<file path="config.mk">
export PLATFORM = sky130hd
export DESIGN_NAME = rsirq_top
export DESIGN_NICKNAME = d
export VERILOG_FILES = /design/src/hdl/rsirq_pkg.sv /design/src/hdl/rsirq_regs.sv /design/src/hdl/rsirq_top.sv
export SDC_FILE = /design/constraint.sdc
export NUM_CORES = 1
export LEC_CHECK = 0
export BUFFER_PORTS_ARGS = -buffer_cell sky130_fd_sc_hd__buf_2
export CAP_MARGIN = 20
export CORE_UTILIZATION = 50
export CTS_BUF_LIST = sky130_fd_sc_hd__clkbuf_4
export CTS_CLUSTER_SIZE = 10
export DETAILED_ROUTE_END_ITERATION = 7
export GPL_ROUTABILITY_DRIVEN = 0
export PLACE_DENSITY = 0.73
export SETUP_SLACK_MARGIN = 0.5
export SLEW_MARGIN = 20
export SYNTH_ARGS = -nofsm -noshare
export SYNTH_HDL_FRONTEND = slang
export SYNTH_SLANG_ARGS = --single-unit
</file>
<file path="constraint.sdc">
create_clock -name core_clk -period 3 [get_ports core_clk]
set_input_delay 0.45 -clock core_clk [delete_from_list [all_inputs] [get_ports core_clk]]
set_output_delay 0.45 -clock core_clk [all_outputs]
set_load 0.03 [all_outputs]
</file>
<file path="src/hdl/rsirq_pkg.sv">
// Purpose: constants, state codes and helpers for the rail status and irq mask slice
// Assumes: 8-bit registers reached over the two-wire serial bus
// Notes:   every offset, field position and reset value lives here once
package rsirq_pkg;
   // register offsets
   localparam logic [7:0] OFS_FLAGS     = 8'h18;
   localparam logic [7:0] OFS_TOP_STAT  = 8'h1d;
   localparam logic [7:0] OFS_BUCK_STAT = 8'h1e;
   localparam logic [7:0] OFS_LDO_RAIL_STATUS  = 8'h1f;
   localparam logic [7:0] OFS_MASK      = 8'h20;
   // rail status field positions, same layout for both rail kinds
   localparam int RAIL1_EN_BIT  = 7;
   localparam int RAIL1_INV_BIT = 6;
   localparam int RAIL1_LIM_BIT = 4;
   localparam int RAIL0_EN_BIT  = 3;
   localparam int RAIL0_INV_BIT = 2;
   localparam int RAIL0_LIM_BIT = 0;
   // top-level event positions, shared by flags and mask, and by status for all but MEAS_BIT
   localparam int POK_BIT   = 7;
   localparam int CLK_BIT   = 4;
   localparam int THERM_BIT = 2;
   localparam int MEAS_BIT  = 0;
   // reset values
   localparam logic [7:0] MASK_RST  = 8'h90;
   localparam logic [7:0] FLAGS_RST = 8'h00;
   localparam logic [7:0] BYTE_ZERO = 8'h00;
   // bus constants
   localparam logic [6:0] DEV_ADDR_DFLT = 7'h60; // arbitrary value
   localparam logic [3:0] BITS_PER_BYTE = 4'h8;
   // serial engine states
   typedef enum logic [8:0] {
      ST_IDLE  = 9'h001,
      ST_ADDR  = 9'h002,
      ST_ACK_A = 9'h004,
      ST_REG   = 9'h008,
      ST_ACK_R = 9'h010,
      ST_WDATA = 9'h020,
      ST_ACK_W = 9'h040,
      ST_RDATA = 9'h080,
      ST_RACK  = 9'h100
   } rsirq_state_e;
   // packs six raw rail bits {en1,inv1,lim1,en0,inv0,lim0} into a status byte
   function automatic logic [7:0] rsirq_pack_rail(input logic [5:0] raw);
      logic [7:0] b;
      b = BYTE_ZERO;
      b[RAIL1_EN_BIT]  = raw[5];
      b[RAIL1_INV_BIT] = raw[4];
      b[RAIL1_LIM_BIT] = raw[3];
      b[RAIL0_EN_BIT]  = raw[2];
      b[RAIL0_INV_BIT] = raw[1];
      b[RAIL0_LIM_BIT] = raw[0];
      return b;
   endfunction
endpackage

</file>
<file path="src/hdl/rsirq_regs.sv">
// Purpose: register storage, interrupt flags and read mux of the slice
// Assumes: all inputs synchronous to core_clk
// Notes:   raw status is never stored, it is read live
`timescale 1ns/100ps
`default_nettype none
module rsirq_regs
   import rsirq_pkg::*;
(
   // clock and reset
   input  wire logic       core_clk,
   input  wire logic       rst_b,
   // register access
   input  wire logic       wr_en,
   input  wire logic [7:0] wr_addr,
   input  wire logic [7:0] wr_data,
   input  wire logic [7:0] rd_addr,
   output logic      [7:0] rd_data,
   output logic            irq_req,
   // raw rail status {en1,inv1,lim1,en0,inv0,lim0}
   input  wire logic [5:0] buck_raw,
   input  wire logic [5:0] ldo_raw,
   // top-level monitors
   input  wire logic       power_ok_pin_state,
   input  wire logic       ext_clk_invalid,
   input  wire logic       thermal_warning_state,
   input  wire logic       load_meas_done
);
   logic [7:0] flags_reg, flags_next;
   logic [7:0] mask_reg, mask_next;
   logic [7:0] top_stat, events, clr;
   logic       pok_prev_reg, clk_prev_reg, therm_prev_reg;

   // flag and mask next values
   always_comb begin
      top_stat            = BYTE_ZERO;
      top_stat[POK_BIT]   = power_ok_pin_state;
      top_stat[CLK_BIT]   = ext_clk_invalid;
      top_stat[THERM_BIT] = thermal_warning_state;
      events              = BYTE_ZERO;
      events[POK_BIT]     = power_ok_pin_state ^ pok_prev_reg;  // any pin change
      events[CLK_BIT]     = ext_clk_invalid & ~clk_prev_reg;
      events[THERM_BIT]   = thermal_warning_state & ~therm_prev_reg;
      events[MEAS_BIT]    = load_meas_done;
      clr = (wr_en && wr_addr == OFS_FLAGS) ? wr_data : BYTE_ZERO;
      // set beats clear so an event in the clearing cycle survives
      flags_next = (flags_reg & ~clr) | events;
      mask_next  = (wr_en && wr_addr == OFS_MASK) ? wr_data : mask_reg;
   end

   // masks reset values
   // reset constants also cover the other gates
   always_ff @(posedge core_clk) begin
      if (!rst_b) begin
         flags_reg      <= FLAGS_RST;
         mask_reg       <= MASK_RST;
         pok_prev_reg   <= 1'b0;
         clk_prev_reg   <= 1'b0;
         therm_prev_reg <= 1'b0;
      end else begin
         flags_reg      <= flags_next;
         mask_reg       <= mask_next;
         pok_prev_reg   <= power_ok_pin_state;
         clk_prev_reg   <= ext_clk_invalid;
         therm_prev_reg <= thermal_warning_state;
      end
   end

   // masked flag request
   // gates: one means suppressed
   assign irq_req = |(flags_reg & ~mask_reg);

   // read mux; unmapped offsets read zero
   always_comb begin
      case (rd_addr)
         OFS_FLAGS:     rd_data = flags_reg;
         OFS_TOP_STAT:  rd_data = top_stat;
         OFS_BUCK_STAT: rd_data = rsirq_pack_rail(buck_raw);
         OFS_LDO_RAIL_STATUS:  rd_data = rsirq_pack_rail(ldo_raw);
         OFS_MASK:      rd_data = mask_reg;
         default:       rd_data = BYTE_ZERO;
      endcase
   end
endmodule
`default_nettype wire

</file>
<file path="src/hdl/rsirq_top.sv">
// Purpose: two-wire serial slave in front of the rail status and irq mask registers
// Assumes: scl and sda already synchronous to core_clk, core_clk far above scl
// Notes:   pointer auto-increments after each data byte; no clock stretching
`timescale 1ns/100ps
`default_nettype none
//
// Contract
// - buck enable bits 7 and 3
// - buck voltage invalid bits 6 and 2
// - buck current limit bits 4 and 0
// - regulator enable bits 7 and 3
// - regulator voltage invalid bits 6 and 2
// - regulator current limit bits 4 and 0
// - mask bit7 gates power-good, resets one
// - power-good mask leaves its status alone
// - mask bit4 gates clock detect, resets one
// - clock mask leaves clock status alone
// - mask bit2 gates thermal warning, resets zero
// - thermal mask leaves thermal status alone
// - mask bit0 gates measurement ready, resets zero
// - flags latch until host writes one
module rsirq_top
   import rsirq_pkg::*;
#(
   parameter logic [6:0] DEV_ADDR = DEV_ADDR_DFLT
)(
   // clock and reset
   input  wire logic core_clk,
   input  wire logic rst_b,
   // serial bus, sda open drain
   input  wire logic scl_in,
   input  wire logic sda_in,
   output logic      sda_out,
   output logic      sda_oe,
   // buck converter raw status
   input  wire logic conv1_enabled,
   input  wire logic conv1_vout_invalid,
   input  wire logic conv1_current_limited,
   input  wire logic conv0_enabled,
   input  wire logic conv0_vout_invalid,
   input  wire logic conv0_current_limited,
   // linear regulator raw status
   input  wire logic linreg1_enabled,
   input  wire logic linreg1_vout_invalid,
   input  wire logic linreg1_current_limited,
   input  wire logic linreg0_enabled,
   input  wire logic linreg0_vout_invalid,
   input  wire logic linreg0_current_limited,
   // top-level monitors
   input  wire logic power_ok_pin_state,
   input  wire logic ext_clk_invalid,
   input  wire logic thermal_warning_state,
   input  wire logic load_meas_done,
   // interrupt, active high
   output logic      irq
);
   rsirq_state_e st_reg, st_next;
   logic [3:0]   cnt_reg, cnt_next;
   logic [7:0]   sh_reg, sh_next;
   logic [7:0]   ptr_reg, ptr_next;
   logic         rw_reg, rw_next;
   logic         oe_reg, oe_next;
   logic         ack_ok_reg, ack_ok_next;
   logic         wr_en_reg, wr_en_next;
   logic         scl_prev_reg, sda_prev_reg;
   logic         irq_reg;
   logic         scl_rise, scl_fall, start_cond, stop_cond;
   logic [7:0]   rd_data;
   logic         irq_req;

   // bus edge and condition detection
   assign scl_rise   = scl_in & ~scl_prev_reg;
   assign scl_fall   = ~scl_in & scl_prev_reg;
   assign start_cond = scl_in & scl_prev_reg & sda_prev_reg & ~sda_in;
   assign stop_cond  = scl_in & scl_prev_reg & ~sda_prev_reg & sda_in;

   // serial engine next state; data moves on scl fall, sampling on scl rise
   always_comb begin
      st_next     = st_reg;
      cnt_next    = cnt_reg;
      sh_next     = sh_reg;
      ptr_next    = ptr_reg;
      rw_next     = rw_reg;
      oe_next     = oe_reg;
      ack_ok_next = ack_ok_reg;
      wr_en_next  = 1'b0;
      if (start_cond) begin
         // repeated start is accepted in any state
         st_next  = ST_ADDR;
         cnt_next = 4'h0;
         oe_next  = 1'b0;
      end else if (stop_cond) begin
         st_next = ST_IDLE;
         oe_next = 1'b0;
      end else begin
         case (st_reg)
            ST_ADDR, ST_REG, ST_WDATA: begin
               if (scl_rise) begin
                  sh_next  = {sh_reg[6:0], sda_in};
                  cnt_next = cnt_reg + 4'h1;
               end else if (scl_fall && cnt_reg == BITS_PER_BYTE) begin
                  cnt_next = 4'h0;
                  oe_next  = 1'b1;
                  if (st_reg == ST_ADDR) begin
                     rw_next = sh_reg[0];
                     if (sh_reg[7:1] == DEV_ADDR) begin
                        st_next = ST_ACK_A;
                     end else begin
                        // not our address: stay silent until next start
                        st_next = ST_IDLE;
                        oe_next = 1'b0;
                     end
                  end else if (st_reg == ST_REG) begin
                     st_next  = ST_ACK_R;
                     ptr_next = sh_reg;
                  end else begin
                     // one-cycle write strobe while ptr and data are stable
                     st_next    = ST_ACK_W;
                     wr_en_next = 1'b1;
                  end
               end
            end
            ST_ACK_A: begin
               if (scl_fall) begin
                  if (rw_reg) begin
                     st_next = ST_RDATA;
                     sh_next = rd_data;
                     oe_next = ~rd_data[7];
                  end else begin
                     st_next = ST_REG;
                     oe_next = 1'b0;
                  end
               end
            end
            ST_ACK_R, ST_ACK_W: begin
               if (scl_fall) begin
                  st_next = ST_WDATA;
                  oe_next = 1'b0;
                  if (st_reg == ST_ACK_W) begin
                     ptr_next = ptr_reg + 8'h01;
                  end
               end
            end
            ST_RDATA: begin
               if (scl_rise) begin
                  cnt_next = cnt_reg + 4'h1;
               end else if (scl_fall) begin
                  if (cnt_reg == BITS_PER_BYTE) begin
                     st_next  = ST_RACK;
                     cnt_next = 4'h0;
                     oe_next  = 1'b0;
                  end else begin
                     oe_next = ~sh_reg[~cnt_reg[2:0]];
                  end
               end
            end
            ST_RACK: begin
               if (scl_rise) begin
                  // advance here so the next byte is ready by the fall
                  ack_ok_next = ~sda_in;
                  ptr_next    = ptr_reg + 8'h01;
               end else if (scl_fall) begin
                  if (ack_ok_reg) begin
                     st_next = ST_RDATA;
                     sh_next = rd_data;
                     oe_next = ~rd_data[7];
                  end else begin
                     st_next = ST_IDLE;
                  end
               end
            end
            ST_IDLE: begin
               oe_next = 1'b0;
            end
            default: begin
               st_next = ST_IDLE;
               oe_next = 1'b0;
            end
         endcase
      end
   end

   // serial engine registers
   always_ff @(posedge core_clk) begin
      if (!rst_b) begin
         st_reg       <= ST_IDLE;
         cnt_reg      <= 4'h0;
         sh_reg       <= BYTE_ZERO;
         ptr_reg      <= BYTE_ZERO;
         rw_reg       <= 1'b0;
         oe_reg       <= 1'b0;
         ack_ok_reg   <= 1'b0;
         wr_en_reg    <= 1'b0;
         scl_prev_reg <= 1'b1;  // idle bus is high, avoids a false start
         sda_prev_reg <= 1'b1;
         irq_reg      <= 1'b0;
      end else begin
         st_reg       <= st_next;
         cnt_reg      <= cnt_next;
         sh_reg       <= sh_next;
         ptr_reg      <= ptr_next;
         rw_reg       <= rw_next;
         oe_reg       <= oe_next;
         ack_ok_reg   <= ack_ok_next;
         wr_en_reg    <= wr_en_next;
         scl_prev_reg <= scl_in;
         sda_prev_reg <= sda_in;
         irq_reg      <= irq_req;
      end
   end

   // open drain: the data level is always low, only the enable moves
   always_ff @(posedge core_clk) begin
      sda_out <= 1'b0;
   end

   assign sda_oe = oe_reg;
   assign irq    = irq_reg;

   // status writes dropped
   // only flags and mask decode a write, status offsets have no storage
   rsirq_regs i_rsirq_regs (
      .core_clk              (core_clk),
      .rst_b                 (rst_b),
      .wr_en                 (wr_en_reg),
      .wr_addr               (ptr_reg),
      .wr_data               (sh_reg),
      .rd_addr               (ptr_reg),
      .rd_data               (rd_data),
      .irq_req               (irq_req),
      .buck_raw              ({conv1_enabled, conv1_vout_invalid, conv1_current_limited,
                               conv0_enabled, conv0_vout_invalid, conv0_current_limited}),
      .ldo_raw               ({linreg1_enabled, linreg1_vout_invalid,
                               linreg1_current_limited, linreg0_enabled,
                               linreg0_vout_invalid, linreg0_current_limited}),
      .power_ok_pin_state    (power_ok_pin_state),
      .ext_clk_invalid       (ext_clk_invalid),
      .thermal_warning_state (thermal_warning_state),
      .load_meas_done        (load_meas_done)
   );
endmodule
`default_nettype wire

</file>
==> impl_summary.log <==
[metrics] most frequent cells in the layout: sky130_fd_sc_hd__dfxtp_1, sky130_fd_sc_hd__nor2_1, sky130_fd_sc_hd__nand2_1
[metrics] Multi-input gate area: a little over 2000 µm²
[metrics] power share of the clock group: approximately 33%
[metrics] Combinational Power Share: just under 9%
[metrics] max-slew violation count: 0
[metrics] register share of total power: between 50% and 60%
[metrics] max FFs per register: 9
[metrics] global-route wire length before repair: approximately 15000 µm
[metrics] Switching Share: ~25%
[metrics] Final nets: 454
[metrics] clock tree from TritonCTS: yes
[metrics] Worst Hold Class: in -> reg
[metrics] Chip Height: between 80 and 90 µm
[metrics] via count normalized by instance count: 6.444
[metrics] fraction of final layout cells sized beyond drive strength 1: about 15%
[metrics] detailed placer's ending HPWL: ~6300 µm
[metrics] DRC: 0
[metrics] setup repair after global routing missed its margin: false
[metrics] NetSw: roughly 0.32 mW
[metrics] net count after synthesis: 440
[metrics] FF/Latch Area: approximately 1100 µm²
[metrics] Slowest Stage Delay on Critical Path: 0.78 ns
[metrics] Avg WL per Cell: about 18 µm
[metrics] library cell with the largest summed area after synthesis: sky130_fd_sc_hd__dfxtp_1
[metrics] count of clock tree sinks: between 50 and 60
[metrics] global-route total usage across every layer: between 20% and 30%
[metrics] Syn. warnings: 0
[metrics] Area Growth Syn to Fin: 8.259%
[metrics] outcome: finished, final reports clean
[metrics] power per cell area: between 300 and 400 nW/µm²
[metrics] Die X: 83.83 µm
[metrics] cell with the biggest individual delay on the critical path: sky130_fd_sc_hd__or4_1
[metrics] Syn Area/Cell: 8.146 µm²
[metrics] Crit path buffers/inverters: 1
[metrics] count of buffers from port buffering: 21
[metrics] chain of cells forming the critical path: or4_1, nor4_4, a31oi_2, a211oi_4, buf_4, mux2_4, nor2_1
[metrics] number of vias in the routed layout: approximately 3200
[metrics] critical register-to-register path startpoint: st_reg[1]$_SDFFE_PN0P_
[metrics] number of iterations in the first detailed-routing pass: 5
[metrics] static leakage power: about 1.3 nW
[metrics] CP Data Required Time: approximately 3.3 ns
[metrics] main flop type after synthesis: sky130_fd_sc_hd__dfxtp_1
[metrics] Max VDD drop: 0.0002321 V
[metrics] critical path class: reg -> reg
[metrics] floorplan core area: around 6400 µm²
[metrics] CTS H-tree depth: 2
[metrics] number of standard cells in the final layout excluding fillers: ~500
[metrics] n_diodes: 0
[metrics] area fraction of the dominant cell type after synthesis: 32.88%
[metrics] main area contributors after synthesis: sky130_fd_sc_hd__dfxtp_1, sky130_fd_sc_hd__mux2i_1, sky130_fd_sc_hd__nor2_1
[metrics] Final period util: between 70% and 80%
[metrics] unique cell type count in the Yosys netlist: 60
[metrics] maximum clock insertion buffer count: 2
[metrics] number of DRC markers in iteration 0: 332
[metrics] post-synthesis sequential area ratio: approximately a third
[metrics] count of placed standard cells including taps: ~490
[metrics] I/O pin count: 23
[metrics] count of final setup violators: 0
[metrics] antenna violation net count after detailed routing: 0
[metrics] internal power consumption: 0.9647 mW
[metrics] number of stages on the worst hold path: 3
[metrics] critical register-to-register path endpoint: sh_reg[7]$_SDFFE_PN0P_
[metrics] Worst path top cell family by delay: simple AND/OR/NAND/NOR gates
[metrics] Maximum Capacitance Violations: 0
[metrics] ys async rst share: 0%
[metrics] highest net fanout along the worst path: 9
[metrics] worst clock skew: 0.01211 ns
[metrics] GRT Residual Overflow: 0
[metrics] number of flops mapped to enable cells by yosys: 0
[metrics] setup slack, reg-to-reg: approximately 0.61 ns
[metrics] layout filler cell count: between 600 and 700
[metrics] Critical Path End Type: register
[metrics] Syn Inst Count: roughly 400
[metrics] count of cells along the worst register-to-register path: 7
[metrics] final wirelength: 8815 µm
[metrics] cell area after synthesis: between 3000 and 4000 µm²
[metrics] worst min-delay path endpoint: i_rsirq_regs.flags_reg[0]$_SDFF_PN0_
[metrics] register clock-pin slew on the reported worst setup and hold paths: between 0.15 and 0.2 ns
[metrics] std cell rows: 29
[metrics] worst skew pair latency: roughly 0.39 ns
[metrics] pin count of the biggest net entering global routing: 34
[metrics] critical path arrival: around 2.7 ns
[metrics] fin crit period: 2.392 ns
[metrics] leading cell type in the layout, fill and taps excluded: sky130_fd_sc_hd__dfxtp_1
[metrics] start point of the worst hold path: load_meas_done
[metrics] share of the core filled with cells in the final layout: approximately 56%
[metrics] initial core utilization: 52.13%
[metrics] vias in the first global route: 2990
[metrics] Total Die Area: approximately 7000 µm²
[metrics] setup TNS after final layout: 0 ns
[metrics] final hold violation count: 0
[metrics] initial antenna violation count: 0
[metrics] number of buffers added by the clock tree synthesis step: 5
[metrics] Clock Tree Root: sky130_fd_sc_hd__clkbuf_4
[metrics] top achievable clock speed: ~420 MHz
[metrics] number of synthesized register bits: 55
[metrics] kind of launch point of the worst setup path: register
worst max path at each step:
stage / slack (ns) / cells past startpoint / startpoint / endpoint
after global placement: 0.47 / 6 / st_reg[2]$_SDFFE_PP0P_ / sh_reg[7]$_SDFFE_PN0P_
after CTS: 0.50 / 6 / st_reg[3]$_SDFFE_PP0P_ / ptr_reg[5]$_SDFFE_PN0P_
after global routing: 0.52 / 9 / ptr_reg[0]$_SDFFE_PN0P_ / sda_oe$_SDFFE_PP0P_
final: 0.61 / 7 / st_reg[1]$_SDFFE_PN0P_ / sh_reg[7]$_SDFFE_PN0P_
after floorplan: 0.67 / 7 / st_reg[3]$_SDFFE_PP0P_ / sh_reg[7]$_SDFFE_PN0P_
after detailed placement: 0.41 / 9 / scl_in / st_reg[1]$_SDFFE_PN0P_
cell families after synthesis:
logic type | count (synthesis) | synth area share [%]
and+or+nand+nor | 166 | 25.45
AOI/OAI and AO/OA | 99 | 21.45
DFF | 55 | 32.89
buffers and inverters | 46 | 5.605
muxes | 26 | 8.781
adders and majority gates | 9 | 3.363
xor gates and xnor gates | 9 | 2.354
other | 1 | 0.1120
synth_stat cells, types with 4 or more instances:
| cell | instances |
|---|---|
| sky130_fd_sc_hd__dfxtp_1 | 55 |
| sky130_fd_sc_hd__nor2_1 | 44 |
| sky130_fd_sc_hd__nand2_1 | 38 |
| sky130_fd_sc_hd__a21oi_1 | 24 |
| sky130_fd_sc_hd__inv_1 | 20 |
| sky130_fd_sc_hd__mux2i_1 | 20 |
| sky130_fd_sc_hd__clkbuf_1 | 18 |
| sky130_fd_sc_hd__nand3_1 | 17 |
| sky130_fd_sc_hd__nor3_1 | 14 |
| sky130_fd_sc_hd__nor2b_1 | 10 |
| sky130_fd_sc_hd__ha_1 | 9 |
| sky130_fd_sc_hd__a22oi_1 | 8 |
| sky130_fd_sc_hd__o21ai_0 | 8 |
| sky130_fd_sc_hd__buf_2 | 6 |
| sky130_fd_sc_hd__o22ai_1 | 6 |
| sky130_fd_sc_hd__o31ai_1 | 6 |
| sky130_fd_sc_hd__a211oi_1 | 5 |
| sky130_fd_sc_hd__a22o_1 | 5 |
| sky130_fd_sc_hd__a31oi_1 | 5 |
| sky130_fd_sc_hd__and2_1 | 5 |
| sky130_fd_sc_hd__nand2b_1 | 5 |
| sky130_fd_sc_hd__nor3b_1 | 5 |
| sky130_fd_sc_hd__nor4_1 | 5 |
| sky130_fd_sc_hd__o211ai_1 | 5 |
| sky130_fd_sc_hd__xor2_1 | 5 |
| sky130_fd_sc_hd__a222oi_1 | 4 |
| sky130_fd_sc_hd__and3_1 | 4 |
| sky130_fd_sc_hd__o2bb2ai_1 | 4 |
| sky130_fd_sc_hd__xnor2_1 | 4 |
per-layer routing:
metal  up-vias  track usage [%]  part of all wire (%)
met1      1523            35.99                    44
met4         0            9.718                   2.1
met2       168            40.54                    46
li1       1524                -                     -
met3        20            4.550                   7.4
met5         -                0                     0
power groups by stage:
stage | logic (mW) | registers (mW) | clock network (mW)
after floorplan | 0.0747 | 0.766 | 0
after global placement | 0.109 | 0.765 | 0
after detailed placement | 0.110 | 0.765 | 0
after CTS | 0.111 | 0.750 | 0.423
after global routing | 0.124 | 0.752 | 0.452
final | 0.114 | 0.750 | 0.417
worst min-delay path: stages:
cell                      delay, ns
sky130_fd_sc_hd__buf_2         0.07
sky130_fd_sc_hd__a21oi_1       0.03
sky130_fd_sc_hd__nor2_1        0.07
metrics by stage:
stage               instance area, µm²  setup WS (ns)  total power [mW]  hold WS [ns]
global route                      3625         0.5198             1.328        0.2673
floorplan                         3348         0.6698            0.8404        0.4324
CTS                               3600         0.5027             1.284        0.2677
detailed placement                3497         0.4139            0.8752        0.4507
finish                            3625         0.6078             1.280        0.2700
global placement                  3497         0.4672            0.8737        0.4443
cell type report:
cell class,count,area share [%]
multi-input combinational,310,57.37
inverter,20,2.071
clock buffer,6,1.243
clock inverter,1,0.8284
tap,77,2.658
timing repair buffer,33,5.385
sequential,55,30.45
what timing repair did:
| action | in CTS | in global routing |
|---|---|---|
| gates resized for setup | 1 | 6 |
| hold buffers | 0 | 0 |
| buffers inserted | 3 | 1 |
| endpoints found under the setup margin | 4 | 22 |
| pin swaps | 2 | 0 |
No activity file was read; power rests on OpenSTA's default activity.
